**src/core/sleep_wake_pkg.sv**
```systemverilog
// Shared constants, state codes and the register request carrier.
// Assumes a 50 MHz system clock and an 8-bit register port.
package sleep_wake_pkg;

  // Register offsets
  localparam logic [7:0] ADDR_DISCHARGE_CFG = 8'h05;
  localparam logic [7:0] ADDR_CHARGE_CFG = 8'h06;
  localparam logic [7:0] ADDR_FEATURE_CFG = 8'h07;
  localparam logic [7:0] ADDR_UNLOCK = 8'h08;
  localparam logic [7:0] ADDR_SLEEP_CTRL = 8'h09;
  localparam logic [7:0] ADDR_WAKE_STATUS = 8'h0A;

  // Field positions in the write-unlock register
  localparam int UNLOCK_FEAT_BIT = 7;
  localparam int UNLOCK_CHARGE_BIT = 6;
  localparam int UNLOCK_DISCH_BIT = 5;
  localparam int FLAG_UPPER_BIT = 4;
  localparam int FLAG_LOWER_BIT = 3;
  localparam logic [7:0] UNLOCK_RW_MASK = 8'hF8;

  // Field positions in the feature configuration register
  localparam int FEAT_FORCE_POR_BIT = 2;
  localparam int FEAT_WAKE_DISABLE_BIT = 1;
  localparam int FEAT_WAKE_POL_BIT = 0;

  // Own control and status fields
  localparam int SLEEP_BIT = 0;
  localparam int WAKE_STATUS_BIT = 0;

  // Reset values
  localparam logic [7:0] REG_RESET = 8'h00;

  // Timing
  localparam int CLK_FREQ_MHZ = 50;
  localparam int WAKE_FILTER_TIME_NS = 1000;
  localparam int WAKE_FILTER_CYCLES = (WAKE_FILTER_TIME_NS * CLK_FREQ_MHZ + 999) / 1000;

  typedef enum logic [1:0] {
    PWR_OFF = 2'b00,
    AWAKE = 2'b01,
    ASLEEP = 2'b10,
    PSEUDO_SLEEP = 2'b11
  } power_state_e;

  typedef struct packed {
    logic wr;
    logic rd;
    logic [7:0] addr;
    logic [7:0] data;
  } reg_req_s;

endpackage

```
**src/core/wake_filter.sv**
```systemverilog
// Glitch filter for the wake input's active level.
// Assumes the input is synchronous to clk_in.
`timescale 1ns/10ps
module wake_filter #(
  parameter int FILTER_CYCLES = 50
) (
  // Clock and clear
  input wire logic clk_in,
  input wire logic rst_in,
  // Level in and out
  input wire logic active_raw_in,
  output logic active_out
);

  localparam int CW = $clog2(FILTER_CYCLES + 1);
  localparam logic [CW-1:0] LAST = CW'(FILTER_CYCLES - 1);

  logic [CW-1:0] cnt_ff;

  // Output follows the input only after it has differed for the whole filter time
  always_ff @(posedge clk_in) begin
    if (rst_in) begin
      cnt_ff <= '0;
      active_out <= 1'b0;
    end else if (active_raw_in == active_out) begin
      cnt_ff <= '0;
    end else if (cnt_ff == LAST) begin
      cnt_ff <= '0;
      active_out <= active_raw_in;
    end else begin
      cnt_ff <= cnt_ff + CW'(1);
    end
  end
endmodule

```
**src/core/sleep_wake_and_write_lock.sv**
```systemverilog
// Sleep and wake sequencer with configuration write protection.
// Assumes register requests and pins are synchronous to clk_in.
// What this block does
// - Feature config writes need unlock bit 7.
// - Charge config writes need unlock bit 6.
// - Discharge config writes need unlock bit 5.
// - Unlock bits clear on power-up.
// - Bits 4 and 3 are free user flags.
// - User flags survive sleep but clear on supply loss.
// - Bits 2 to 0 are reserved.
// - Wake when both supplies pass threshold.
// - Stay awake until sleep or supply loss.
// - Polarity zero wakes on low input.
// - Active-low sleep entry needs rearm when active.
// - Polarity one wakes on high input.
// - Active-high sleep entry needs rearm when active.
// - Short wake pulses are filtered out.
// - Wake passes pseudo-sleep before full activity.
// - Wake status rise clears sleep bit.
// - Feature bit 0 selects wake polarity.
// - Feature bit 1 disables wake input.
`timescale 1ns/10ps
module sleep_wake_and_write_lock
  import sleep_wake_pkg::*;
#(
  parameter int FILTER_CYCLES = WAKE_FILTER_CYCLES
) (
  // Clock and reset
  input wire logic clk_in,
  input wire logic rst_in,
  // Supply monitors
  input wire logic backup_supply_ok_in,
  input wire logic main_supply_ok_in,
  // Wake pin
  input wire logic wake_input_in,
  // Register port
  input wire reg_req_s reg_req_in,
  output logic [7:0] reg_rdata_out,
  output logic reg_rdata_valid_out,
  // Configuration to the rest of the chip
  output logic [7:0] feature_cfg_out,
  output logic [7:0] charge_cfg_out,
  output logic [7:0] discharge_cfg_out,
  // Power state
  output logic regulator_drive_out,
  output logic awake_out,
  output logic asleep_out
);

  ////////////////////////////////////////////////////////////////////////////
  // Decode

  function automatic logic is_wr(input reg_req_s req, input logic [7:0] addr);
    return req.wr && (req.addr == addr);
  endfunction

  logic [7:0] unlock_ff;
  logic [7:0] feature_cfg_ff;
  logic [7:0] charge_cfg_ff;
  logic [7:0] discharge_cfg_ff;
  logic sleep_ff;
  logic sleep_prev_ff;
  logic wake_status_ff;
  logic status_prev_ff;
  logic armed_ff;
  logic wake_prev_ff;
  logic regulator_ff;
  logic awake_ff;
  logic asleep_ff;
  logic [7:0] rdata_ff;
  logic rvalid_ff;
  power_state_e state_ff;
  power_state_e nxt_state;

  logic por_hold;
  logic wake_act_raw;
  logic wake_filt;
  logic wake_rise;
  logic sleep_rise;
  logic host_sleep_fall;
  logic status_rise;
  logic sleep_go;

  // Supply loss or a forced reset clears everything
  assign por_hold = rst_in || !(backup_supply_ok_in && main_supply_ok_in) ||
                    feature_cfg_ff[FEAT_FORCE_POR_BIT];

  ////////////////////////////////////////////////////////////////////////////
  // Register file

  always_ff @(posedge clk_in) begin
    if (por_hold) begin
      unlock_ff <= REG_RESET;
    end else if (is_wr(reg_req_in, ADDR_UNLOCK)) begin
      unlock_ff <= reg_req_in.data & UNLOCK_RW_MASK;
    end
  end

  always_ff @(posedge clk_in) begin
    if (por_hold) begin
      feature_cfg_ff <= REG_RESET;
    end else if (is_wr(reg_req_in, ADDR_FEATURE_CFG) && unlock_ff[UNLOCK_FEAT_BIT]) begin
      feature_cfg_ff <= reg_req_in.data;
    end
  end

  always_ff @(posedge clk_in) begin
    if (por_hold) begin
      charge_cfg_ff <= REG_RESET;
    end else if (is_wr(reg_req_in, ADDR_CHARGE_CFG) && unlock_ff[UNLOCK_CHARGE_BIT]) begin
      charge_cfg_ff <= reg_req_in.data;
    end
  end

  always_ff @(posedge clk_in) begin
    if (por_hold) begin
      discharge_cfg_ff <= REG_RESET;
    end else if (is_wr(reg_req_in, ADDR_DISCHARGE_CFG) && unlock_ff[UNLOCK_DISCH_BIT]) begin
      discharge_cfg_ff <= reg_req_in.data;
    end
  end

  // Read answers one cycle later; unmapped offsets read zero
  always_ff @(posedge clk_in) begin
    if (por_hold) begin
      rdata_ff <= REG_RESET;
      rvalid_ff <= 1'b0;
    end else begin
      rvalid_ff <= reg_req_in.rd;
      if (reg_req_in.rd) begin
        unique case (reg_req_in.addr)
          ADDR_DISCHARGE_CFG: rdata_ff <= discharge_cfg_ff;
          ADDR_CHARGE_CFG: rdata_ff <= charge_cfg_ff;
          ADDR_FEATURE_CFG: rdata_ff <= feature_cfg_ff;
          ADDR_UNLOCK: rdata_ff <= unlock_ff;
          ADDR_SLEEP_CTRL: rdata_ff <= {7'h00, sleep_ff};
          ADDR_WAKE_STATUS: rdata_ff <= {7'h00, wake_status_ff};
          default: rdata_ff <= REG_RESET;
        endcase
      end
    end
  end

  ////////////////////////////////////////////////////////////////////////////
  // Wake input

  assign wake_act_raw = !feature_cfg_ff[FEAT_WAKE_DISABLE_BIT] &&
                        (feature_cfg_ff[FEAT_WAKE_POL_BIT] ?
                         wake_input_in : !wake_input_in);

  wake_filter #(
    .FILTER_CYCLES(FILTER_CYCLES)
  ) u_wake_filter (
    .clk_in(clk_in),
    .rst_in(por_hold),
    .active_raw_in(wake_act_raw),
    .active_out(wake_filt)
  );

  always_ff @(posedge clk_in) begin
    if (por_hold) begin
      wake_prev_ff <= 1'b0;
    end else begin
      wake_prev_ff <= wake_filt;
    end
  end

  assign wake_rise = wake_filt && !wake_prev_ff;

  ////////////////////////////////////////////////////////////////////////////
  // Sleep bit, arming and wake status

  assign sleep_rise = sleep_ff && !sleep_prev_ff;
  assign status_rise = wake_status_ff && !status_prev_ff;
  assign host_sleep_fall = is_wr(reg_req_in, ADDR_SLEEP_CTRL) && sleep_ff &&
                           !reg_req_in.data[SLEEP_BIT];

  // Host write wins over the hardware clear
  always_ff @(posedge clk_in) begin
    if (por_hold) begin
      sleep_ff <= 1'b0;
    end else if (is_wr(reg_req_in, ADDR_SLEEP_CTRL)) begin
      sleep_ff <= reg_req_in.data[SLEEP_BIT];
    end else if (status_rise && sleep_ff) begin
      sleep_ff <= 1'b0;
    end
  end

  always_ff @(posedge clk_in) begin
    if (por_hold) begin
      sleep_prev_ff <= 1'b0;
      status_prev_ff <= 1'b0;
    end else begin
      sleep_prev_ff <= sleep_ff;
      status_prev_ff <= wake_status_ff;
    end
  end

  // Latched at the end of pseudo-sleep; set wins over a write-one clear
  always_ff @(posedge clk_in) begin
    if (por_hold) begin
      wake_status_ff <= 1'b0;
    end else if (state_ff == PSEUDO_SLEEP) begin
      wake_status_ff <= 1'b1;
    end else if (is_wr(reg_req_in, ADDR_WAKE_STATUS) && reg_req_in.data[WAKE_STATUS_BIT]) begin
      wake_status_ff <= 1'b0;
    end
  end

  // A host falling edge of the sleep bit lets the next rising edge act
  always_ff @(posedge clk_in) begin
    if (por_hold) begin
      armed_ff <= 1'b0;
    end else if (host_sleep_fall) begin
      armed_ff <= 1'b1;
    end else if (wake_rise || sleep_go) begin
      armed_ff <= 1'b0;
    end
  end

  // Inactive wake pin arms directly
  assign sleep_go = (state_ff == AWAKE) && sleep_rise &&
                    (!wake_filt || armed_ff);

  ////////////////////////////////////////////////////////////////////////////
  // Power state

  always_comb begin
    nxt_state = state_ff;
    unique case (state_ff)
      PWR_OFF: nxt_state = AWAKE;
      AWAKE: if (sleep_go) nxt_state = ASLEEP;
      ASLEEP: if (wake_rise) nxt_state = PSEUDO_SLEEP;
      PSEUDO_SLEEP: nxt_state = AWAKE;
    endcase
  end

  always_ff @(posedge clk_in) begin
    if (por_hold) begin
      state_ff <= PWR_OFF;
      regulator_ff <= 1'b0;
      awake_ff <= 1'b0;
      asleep_ff <= 1'b0;
    end else begin
      state_ff <= nxt_state;
      regulator_ff <= (nxt_state == AWAKE) || (nxt_state == PSEUDO_SLEEP);
      awake_ff <= nxt_state == AWAKE;
      asleep_ff <= nxt_state == ASLEEP;
    end
  end

  ////////////////////////////////////////////////////////////////////////////
  // Outputs

  assign reg_rdata_out = rdata_ff;
  assign reg_rdata_valid_out = rvalid_ff;
  assign feature_cfg_out = feature_cfg_ff;
  assign charge_cfg_out = charge_cfg_ff;
  assign discharge_cfg_out = discharge_cfg_ff;
  assign regulator_drive_out = regulator_ff;
  assign awake_out = awake_ff;
  assign asleep_out = asleep_ff;
endmodule

```
**config.mk**
```make
export PLATFORM = sky130hd
export DESIGN_NAME = sleep_wake_and_write_lock
export DESIGN_NICKNAME = d
export VERILOG_FILES = /design/src/core/sleep_wake_pkg.sv /design/src/core/wake_filter.sv /design/src/core/sleep_wake_and_write_lock.sv
export SDC_FILE = /design/constraint.sdc
export NUM_CORES = 1
export LEC_CHECK = 0
export ABC_AREA = 0
export BUFFER_PORTS_ARGS = -buffer_cell sky130_fd_sc_hd__buf_2
export CAP_MARGIN = 20
export CORE_ASPECT_RATIO = 1.1
export CORE_MARGIN = 5
export CORE_UTILIZATION = 56
export DETAILED_ROUTE_END_ITERATION = 8
export PLACE_DENSITY = 0.83
export SLEW_MARGIN = 20
export SYNTH_ARGS = -nofsm -noshare
export SYNTH_HDL_FRONTEND = slang
export SYNTH_HIERARCHICAL = 1
export SYNTH_SLANG_ARGS = --single-unit
```
**constraint.sdc**
```tcl
create_clock -name clk_in -period 4.15 [get_ports clk_in]
set_input_delay 0.415 -clock clk_in [delete_from_list [all_inputs] [get_ports clk_in]]
set_output_delay 0.415 -clock clk_in [all_outputs]
set_load 0.02 [all_outputs]
```
== After elaboration in Yosys (flattened, before gate mapping) ==
Index checks and enable logic that the tools add are counted.

* Flip-flop bits (word level): 56
* Input port bits: 23
* Output and inout bits: 36
* Word-level logic and storage cells: 85

* Add/subtract/negate cells: 1
* Equality and inequality tests: 14
* Multiplexer cells: 11
* Bitwise logic cells: 1
* Reductions and logical operators: 40

{| class="wikitable"
|+ Operators with widths
! cell !! count
|-
| $pmux W8 S6 || 1
|-
| $eq A8 B3 Y1 const B || 3
|-
| $eq A8 B4 Y1 const B || 3
|-
| $logic_and A1 B1 Y1 || 20
|-
| $eq A2 B2 Y1 const B || 4
|-
| $logic_not A1 Y1 || 8
|-
| $mux W1 || 7
|-
| $add A6 B1 Y6 const B || 1
|-
| $eq A6 B6 Y1 const B || 1
|-
| $pmux W2 S3 || 1
|-
| $reduce_bool A2 Y1 || 3
|-
| $logic_or A1 B1 Y1 || 5
|-
| $eq A2 B1 Y1 const B || 2
|-
| $mux W2 || 2
|-
| $reduce_or A3 Y1 || 1
|-
| $logic_not A2 Y1 || 1
|-
| $reduce_and A2 Y1 || 1
|-
| $reduce_or A2 Y1 || 1
|-
| $eq A1 B1 Y1 || 1
|-
| $not A1 Y1 || 1
|}

== Logic depth before layout (Yosys ltp) ==
Gate-level depths: netlist of run 1.

* Depth after elaboration: 8
* Mapped depth: 6
* Gate-level depth less buffers: 6

== By module ==
Netlist of run 1, hierarchy kept.

{| class="wikitable"
|+ Modules (own cells, without submodules)
! module !! instances !! cells an instance !! area each (um^2) !! sequential area each (um^2)
|-
| sleep_wake_and_write_lock || 1 || 225 || 2067.0 || 960.9
|-
| wake_filter || 1 || 32 || 314.1 || 140.1
|}

== Worst setup path before layout of run 1 ==
No wires, ideal clock.

* Path type: input to register
* Start point: input port backup_supply_ok_in
* End point: register u_wake_filter.cnt_ff[5]
* Setup time: 0.066 ns
* Arrival time: 1.621 ns
* Required time: 4.084 ns
* Slack: 2.463 ns
* Stages on the path: 6
* Path buffers: 1
* Path through: nand2_1 -> nor3_4 -> clkinv_1 -> clkbuf_1 -> a311o_2 -> a21oi_2

* Longest elaborated chain between the ends: 5

{| class="wikitable"
|+ Ends and longest elaborated chain
! element !! RTL line !! text
|-
| start: declaration || sleep_wake_and_write_lock.sv:32 || <nowiki>input wire logic backup_supply_ok_in,</nowiki>
|-
| $logic_and A1 B1 Y1 || sleep_wake_and_write_lock.sv:85 || <nowiki>assign por_hold = rst_in || !(backup_supply_ok_in && main_supply_ok_in) ||</nowiki>
|-
| $logic_not A1 Y1 || sleep_wake_and_write_lock.sv:85 ||
|-
| $logic_or A1 B1 Y1 (2 in series) || sleep_wake_and_write_lock.sv:85 ||
|-
| via por_hold || sleep_wake_and_write_lock.sv:75 || <nowiki>logic por_hold;</nowiki>
|-
| $reduce_or A3 Y1 (no source line) || n/a ||
|-
| end signal: assignment || wake_filter.sv:31 || <nowiki>cnt_ff <= cnt_ff + CW'(1);</nowiki>
|-
| end: declaration || wake_filter.sv:18 || <nowiki>logic [CW-1:0] cnt_ff;</nowiki>
|}

The timed path passes the listed nets, and every way through them passes these cells.
A chain may end at the register's enable or synchronous reset.

== Worst setup path after layout of run 1 ==
* Start point: register feature_cfg_ff[2] (netlist: feature_cfg_out[2])
* End point: register rdata_ff[1] (netlist: reg_rdata_out[1])

* Longest elaborated chain between the ends: 1

{| class="wikitable"
|+ Ends and longest elaborated chain
! element !! RTL line !! text
|-
| start: declaration || sleep_wake_and_write_lock.sv:58 || <nowiki>logic [7:0] feature_cfg_ff;</nowiki>
|-
| start signal: assignment || sleep_wake_and_write_lock.sv:103 || <nowiki>feature_cfg_ff <= reg_req_in.data;</nowiki>
|-
| $logic_or A1 B1 Y1 || sleep_wake_and_write_lock.sv:85 ||
|-
| end signal: assignment || sleep_wake_and_write_lock.sv:132 || <nowiki>ADDR_DISCHARGE_CFG: rdata_ff <= discharge_cfg_ff;</nowiki>
|-
| end signal: assignment || sleep_wake_and_write_lock.sv:133 || <nowiki>ADDR_CHARGE_CFG: rdata_ff <= charge_cfg_ff;</nowiki>
|-
| end signal: assignment || sleep_wake_and_write_lock.sv:134 || <nowiki>ADDR_FEATURE_CFG: rdata_ff <= feature_cfg_ff;</nowiki>
|-
| end: declaration || sleep_wake_and_write_lock.sv:70 || <nowiki>logic [7:0] rdata_ff;</nowiki>
|}

No other way between the ends.

==> impl_results.md, run 1 <==
- Antenna fix cells: 0
- Crit path from: feature_cfg_out[2]$_SDFFE_PP0P_
- Setup Viol. Count Final: 0
- Pin count of the biggest net entering global routing: 34
- Filler cells: between 300 and 400
- Clock Skew: roughly 0.0085 ns
- Drt via density: 5.61
- Post-DP HPWL: 3.95 mm
- Num Clock Sinks: 55
- Num CTS Buffers: 5
- Fin Setup TNS: 0 ns
- Fmax: between 400 and 500 MHz
- Chip width: slightly above 70 um
- Worst-path fanout max: 33
- Min Clock Period, post-route: 2.25 ns
- DR iter-0 viols: between 90 and 100
- Synth Net Count: between 200 and 300
- Worst-Skew Late Latency: roughly 0.30 ns
- Total number of vias: slightly above 2,000
- Register area share after synthesis: 46.2%
- Fin util: 69.1%
- Hold_buf cts: 0
- Headroom to the max-slew limit: about three fifths
- Hold_sp: reg_req_in[16]
- Final instance area: around 0.0028 mm2
- RSZ-0062 raised after global routing: false
- R2R setup slack: 1.90 ns
- CP peak stage delay: 0.56 ns
- Initial Utilization: between 50% and 60%
- Antenna Violating Nets Remaining: 0
- Layout cell share with drive strength beyond 1: about a quarter
- GRT Total Usage: between 20% and 30%
- Status: finished, final reports clean
- Distinct cells, synth: 45
- Reg-to-Reg End: reg_rdata_out[1]$_SDFFE_PP0P_
- Worst Reg-to-Reg Cells: 6
- #FFs+latches synth: 55
- Initial antenna violation count: 0
- Hold Fails Final Rpt: 0
- Total grt overflow: 0
- Total Wirelength: ~5.5 mm
- Drt wl/cell: roughly 15 um
- Crit path buf inv count: 2
- Critical path, cell by cell: nor3_4 > buf_4 > clkinv_1 > nor2_1 > nand2_1 > o31ai_1
- I/O Buffers: between 50 and 60
- Reg-to-reg startpoint: feature_cfg_out[2]$_SDFFE_PP0P_
- Critical Path Source Type: flip-flop
- Crit path required time: 4.37 ns
- Endpoint, Worst Hold: reg_rdata_valid_out$_SDFF_PP0_
- CTS tree: built
- Clock-pin slew on the worst setup and hold paths: ~0.09 ns
- Slew @ Worst Pin: a little over 0.6 ns
- Syn Inst Count: roughly 260
- Critical-path top delay cell: nor2_1
- Crit. End Element: flip-flop
- CP top delay family: buffers and inverters
- Post_cts resized: 0
- H-Tree Depth: 2
- Commonest non-fill, non-tap cell in the layout: buf_2
- DIE HEIGHT: 78.4 um
- Syn avg cell area: 9.26 um2
- Cell Rows: 24
- First-pass DRT Iterations: 4
- Layout area overhead: 17.7%
- DRC violations left: 0
- Ys async rst share: 0%
- Longest Clk Path Bufs: 2
- Crit path DAT: 2.47 ns
- Vias in the first global route: about 2,000
- Core ar.: 0.00405 mm2
- P_leak: roughly 0.0012 uW
- Number of synthesized flops with an enable pin: 0
- RePlAce Congestion: 0.831
- Number of max-cap violations: 0
- Final-stage net count: 341
- Worst Hold Depth: 2
- Die Footprint: roughly 0.0057 mm2
- Top FF cell, synth: dfxtp_1
- Max-slew violations: 0
- Crit Path Class: reg2reg
- Final worst-path cycle share: between 50% and 60%
- Worst Hold Class: in2reg
- Most frequent cells in the layout: buf_2, dfxtp_1, nor2_1, nand2_1
- Post-DP Area: roughly 0.0027 mm2
- First-pass GRT wire length: about 9 mm
- Peak supply drop: 0.205 mV
- Power per cell area: approximately 320 mW/mm2
- Total Power: 898 uW
- Mapped Area: ~0.0024 mm2
- # Post-CTS Setup Buffers: 0
- IO Count: 59
- Syn. warnings: 6
- CTS root buf: clkbuf_8
[stage by stage]
stage | instances | setup slack (ns) | hold WS [ns]
floorplan | 257 | 2.46 | 0.445
global placement | 358 | 1.84 | 0.431
detailed placement | 358 | 1.76 | 0.440
CTS | 366 | 1.91 | 0.341
global route | 366 | 1.60 | 0.336
finish | 366 | 1.90 | 0.351
[per-layer routing]
metal / share of wire, % / up-vias / global-route usage (%) / wire length, um
li1: - / 1023 / - / -
met1: 46 / 962 / 27.4 / 2530
met2: 46 / 60 / 32.1 / 2500
met3: 6.0 / 9 / 5.11 / 327
met4: 1.9 / 0 / 8.08 / 102
met5: 0 / - / 0 / 0
[synthesized netlist by cell type, drive strengths merged (5+ instances only)]
cell type | instances | area, um2
a221oi | 5 | 43.8
and2 | 6 | 37.5
clkbuf | 6 | 22.5
dfxtp | 55 | 1100
ha | 5 | 62.6
inv | 6 | 22.5
mux2i | 19 | 190
nand2 | 23 | 86.3
nand3 | 22 | 110
nand4 | 5 | 37.5
nor2 | 27 | 101
nor2b | 7 | 46.3
o21ai | 22 | 110
[how the worst max path moves through the flow]
stage                                                     to  slack, ns  depth (start not counted)
after global routing           reg_rdata_out[1]$_SDFFE_PP0P_       1.60                          6
after CTS                      reg_rdata_out[1]$_SDFFE_PP0P_       1.91                          6
after detailed placement       reg_rdata_out[1]$_SDFFE_PP0P_       1.76                          7
final                          reg_rdata_out[1]$_SDFFE_PP0P_       1.90                          6
after global placement         reg_rdata_out[0]$_SDFFE_PP0P_       1.84                          7
after floorplan           u_wake_filter/cnt_ff[5]$_SDFF_PP0_       2.46                          6
[power breakdown]
part | switching, uW | total (uW) | internal (uW)
clock network | 162 | 315 | 153
registers | 1.19 | 530 | 529
logic | 34.0 | 53.2 | 19.2
[cell type report]
class | instances | area, um2 | share of cell area [%]
tap | 52 | 65.1 | 2.32
inverter | 7 | 26.3 | 0.937
multi-input combinational | 185 | 1210 | 43.3
clock buffer | 8 | 100 | 3.57
sequential | 55 | 1100 | 39.3
timing repair buffer | 59 | 298 | 10.6
[registers in the layout, summed over array words and instances, names as in the netlist]
register	flops
charge_cfg_out	8
discharge_cfg_out	8
feature_cfg_out	8
reg_rdata_out	8
u_wake_filter/cnt_ff	6
unlock_ff	5
state_ff	2
armed_ff	1
asleep_out	1
awake_out	1
reg_rdata_valid_out	1
sleep_ff	1
sleep_prev_ff	1
status_prev_ff	1
u_wake_filter/active_out	1
wake_prev_ff	1
wake_status_ff	1
[cell families (layout without fill, tap and decap cells)]
| family | count (synthesis) | after routing | share of synthesized area, % |
|---|---|---|---|
| and+or+nand+nor | 107 | 107 | 24.8 |
| buffers and inverters | 17 | 74 | 2.84 |
| xor gates and xnor gates | 5 | 5 | 1.84 |
| DFF | 55 | 55 | 46.2 |
| AOI/OAI and AO/OA | 47 | 47 | 12.8 |
| adders and majority gates | 5 | 5 | 2.63 |
| muxes | 21 | 21 | 8.93 |
[worst reg2reg max path: cells and delay by family, from the launching register on]
kind | cells | cell delay (ns)
buffers and inverters | 2 | 0.88
AND/OR/NAND/NOR | 3 | 0.86
flip-flops | 1 | 0.35
AO/OA/AOI/OAI | 1 | 0.08
(Power assumes the default switching activity.)
==> run 2, diff against run 1 <==
CORE_UTILIZATION = 52   (was 56)
PLACE_DENSITY = 0.78   (was 0.83)
clock period = 2.1 ns   (was 4.15 ns; I/O delays follow)
==> run 2 against run 1 <==
Clock skew fell by 0.0046 ns. Power rose by 99%. Non-clock buffer count rose by 3. Utilization fell by 4.6 points. Register-to-register slack got worse by 1.5 ns. Worst setup slack got worse by 1.5 ns. Largest cell class unchanged. Largest power group unchanged. Highest routed layer unchanged.
==> impl_results.md, run 2 (synthesized netlist as in run 1, its figures left out) <==
- Power per cell area: 632 mW/mm2
- Antenna Violating Nets Remaining: 0
- Switching power: between 400 and 500 uW
- Fin Setup TNS: 0 ns
- Initial antenna violation count: 0
- Final-stage net count: 344
- Peak supply drop: 0.449 mV
- Antenna fix cells: 0
- Multi-input logic area: between 0.001 and 0.0015 mm2
- Initial Utilization: a little over half
- Clock power frac: 35.5%
- RePlAce Congestion: roughly 0.78
- Crit path required time: 2.31 ns
- Sequential power share: about three fifths
- First-pass DRT Iterations: 4
- Crit path DAT: 1.87 ns
- P_leak: 0.00125 uW
- Chip width: approximately 75 um
- CP top delay family: simple AND/OR/NAND/NOR gates
- Cell Rows: 25
- Drt wl/cell: around 15 um
- Die Footprint: a little over 0.006 mm2
- Commonest non-fill, non-tap cell in the layout: buf_2
- Vias in the first global route: between 1,500 and 2,000
- Final worst-path cycle share: 78.8%
- Worst Reg-to-Reg Cells: 4
- DRC violations left: 0
- Pre-CTS setup slack: between 0.4 and 0.5 ns
- CTS root buf: clkbuf_8
- CP peak stage delay: between 0.3 and 0.4 ns
- Setup WS post-layout: 0.445 ns
- Critical Path Source Type: flip-flop
- DIE HEIGHT: just over 80 um
- Critical-path top delay cell: dfxtp_1
- DR iter-0 viols: approximately 210
- Crit Path Class: reg2reg
- Min Clock Period, post-route: around 1.7 ns
- Status: finished, final reports clean
- Cell internal pwr: 1390 uW
- Clock-pin slew on the worst setup and hold paths: about 0.09 ns
- Switch share: roughly 22%
- Layout area overhead: 18.8%
- GRT Total Usage: about a fifth
- I/O Buffers: 58
- Num Clock Sinks: 55
- Worst Hold Class: in2reg
- Setup Viol. Count Final: 0
- Hold_buf cts: 0
- Layout cell share with drive strength beyond 1: about a quarter
- RSZ-0062 raised after global routing: false
- Num CTS Buffers: 5
- First-pass GRT wire length: roughly 9.2 mm
- CTS tree: built
- Clock Skew: 0.00389 ns
- Pin count of the biggest net entering global routing: 33
- Fmax: about 600 MHz
- Critical path, cell by cell: nor3_4 > buf_4 > nand4_1 > o31ai_1
- Worst Hold Depth: 2
- Slew @ Worst Pin: about 0.49 ns
- Drt via density: about 5.5
- Comb pwr share: 5.9%
- Hold Fails Final Rpt: 0
- Core ar.: 0.00438 mm2
- Number of max-cap violations: 0
- Register area: roughly 0.0011 mm2
- # Post-CTS Setup Buffers: 0
- Max-slew violations: 0
- Headroom to the max-slew limit: about two thirds
- Crit. End Element: flip-flop
- Total number of vias: slightly above 2,000
- Most frequent cells in the layout: buf_2, dfxtp_1, nor2_1, nand2_1
- Total Wirelength: roughly 5.5 mm
- Filler cells: between 400 and 500
- Worst-path fanout max: 32
- Crit path buf inv count: 1
- Crit path depth: 4
- Longest Clk Path Bufs: 2
- Worst-Skew Late Latency: 0.30 ns
- H-Tree Depth: 2
- Post_cts resized: 0
- IO Count: slightly below 60
- Total grt overflow: 0
- Post-DP HPWL: slightly above 4 mm
run 2: cell count changes in the layout (fill, tap and decap cells not counted), sizes merged:
cell / change
buf: +3
run 2: per-layer routing:
layer / part of all wire, % / GRT usage, % / routed length, um / up-vias
met5: 0 / 0 / 0 / -
met4: 1.0 / 5.69 / 55 / 0
met3: 8.4 / 4.33 / 463 / 6
met2: 44 / 30.1 / 2430 / 73
met1: 46 / 27.2 / 2540 / 918
li1: - / - / - / 1030
run 2: per-stage QoR:
step	instances	hold WS [ns]	instance area [um2]	util, %	total power [uW]
2_1_floorplan	257	0.332	2380	-	1130
4_1_cts	371	0.144	2830	64.6	1790
3_3_place_gp	363	0.431	2730	62.3	1170
3_5_place_dp	363	0.443	2730	62.3	1180
6_report	371	0.151	2830	64.6	1790
5_1_grt	371	0.149	2830	64.6	1860
run 2: path summary, 6_finish.rpt:
path / start / endpoint / slack [ns]
worst max-delay path: feature_cfg_out[2]$_SDFFE_PP0P_ / reg_rdata_out[1]$_SDFFE_PP0P_ / 0.44
worst min-delay path: reg_req_in[16] / reg_rdata_valid_out$_SDFF_PP0_ / 0.15
worst max register to register: feature_cfg_out[2]$_SDFFE_PP0P_ / reg_rdata_out[1]$_SDFFE_PP0P_ / 0.44
worst min register to register: reg_rdata_out[4]$_SDFFE_PP0P_ / reg_rdata_out[4]$_SDFFE_PP0P_ / 0.46
run 2: power groups by stage:
stage                     sequential (uW)  combinational, uW  clock [uW]
after CTS                            1050                105         642
after global routing                 1050                116         695
after global placement               1070                103           0
after detailed placement             1070                105           0
final                                1050                105         634
after floorplan                      1070               55.0           0
run 2: cell type report:
| type | count | area share, % |
|---|---|---|
| multi-input cells | 185 | 42.9 |
| inverters | 7 | 0.929 |
| clock buffers | 8 | 3.54 |
| repair buffers | 62 | 11.3 |
| flip-flops and latches | 55 | 38.9 |
| well taps | 54 | 2.39 |
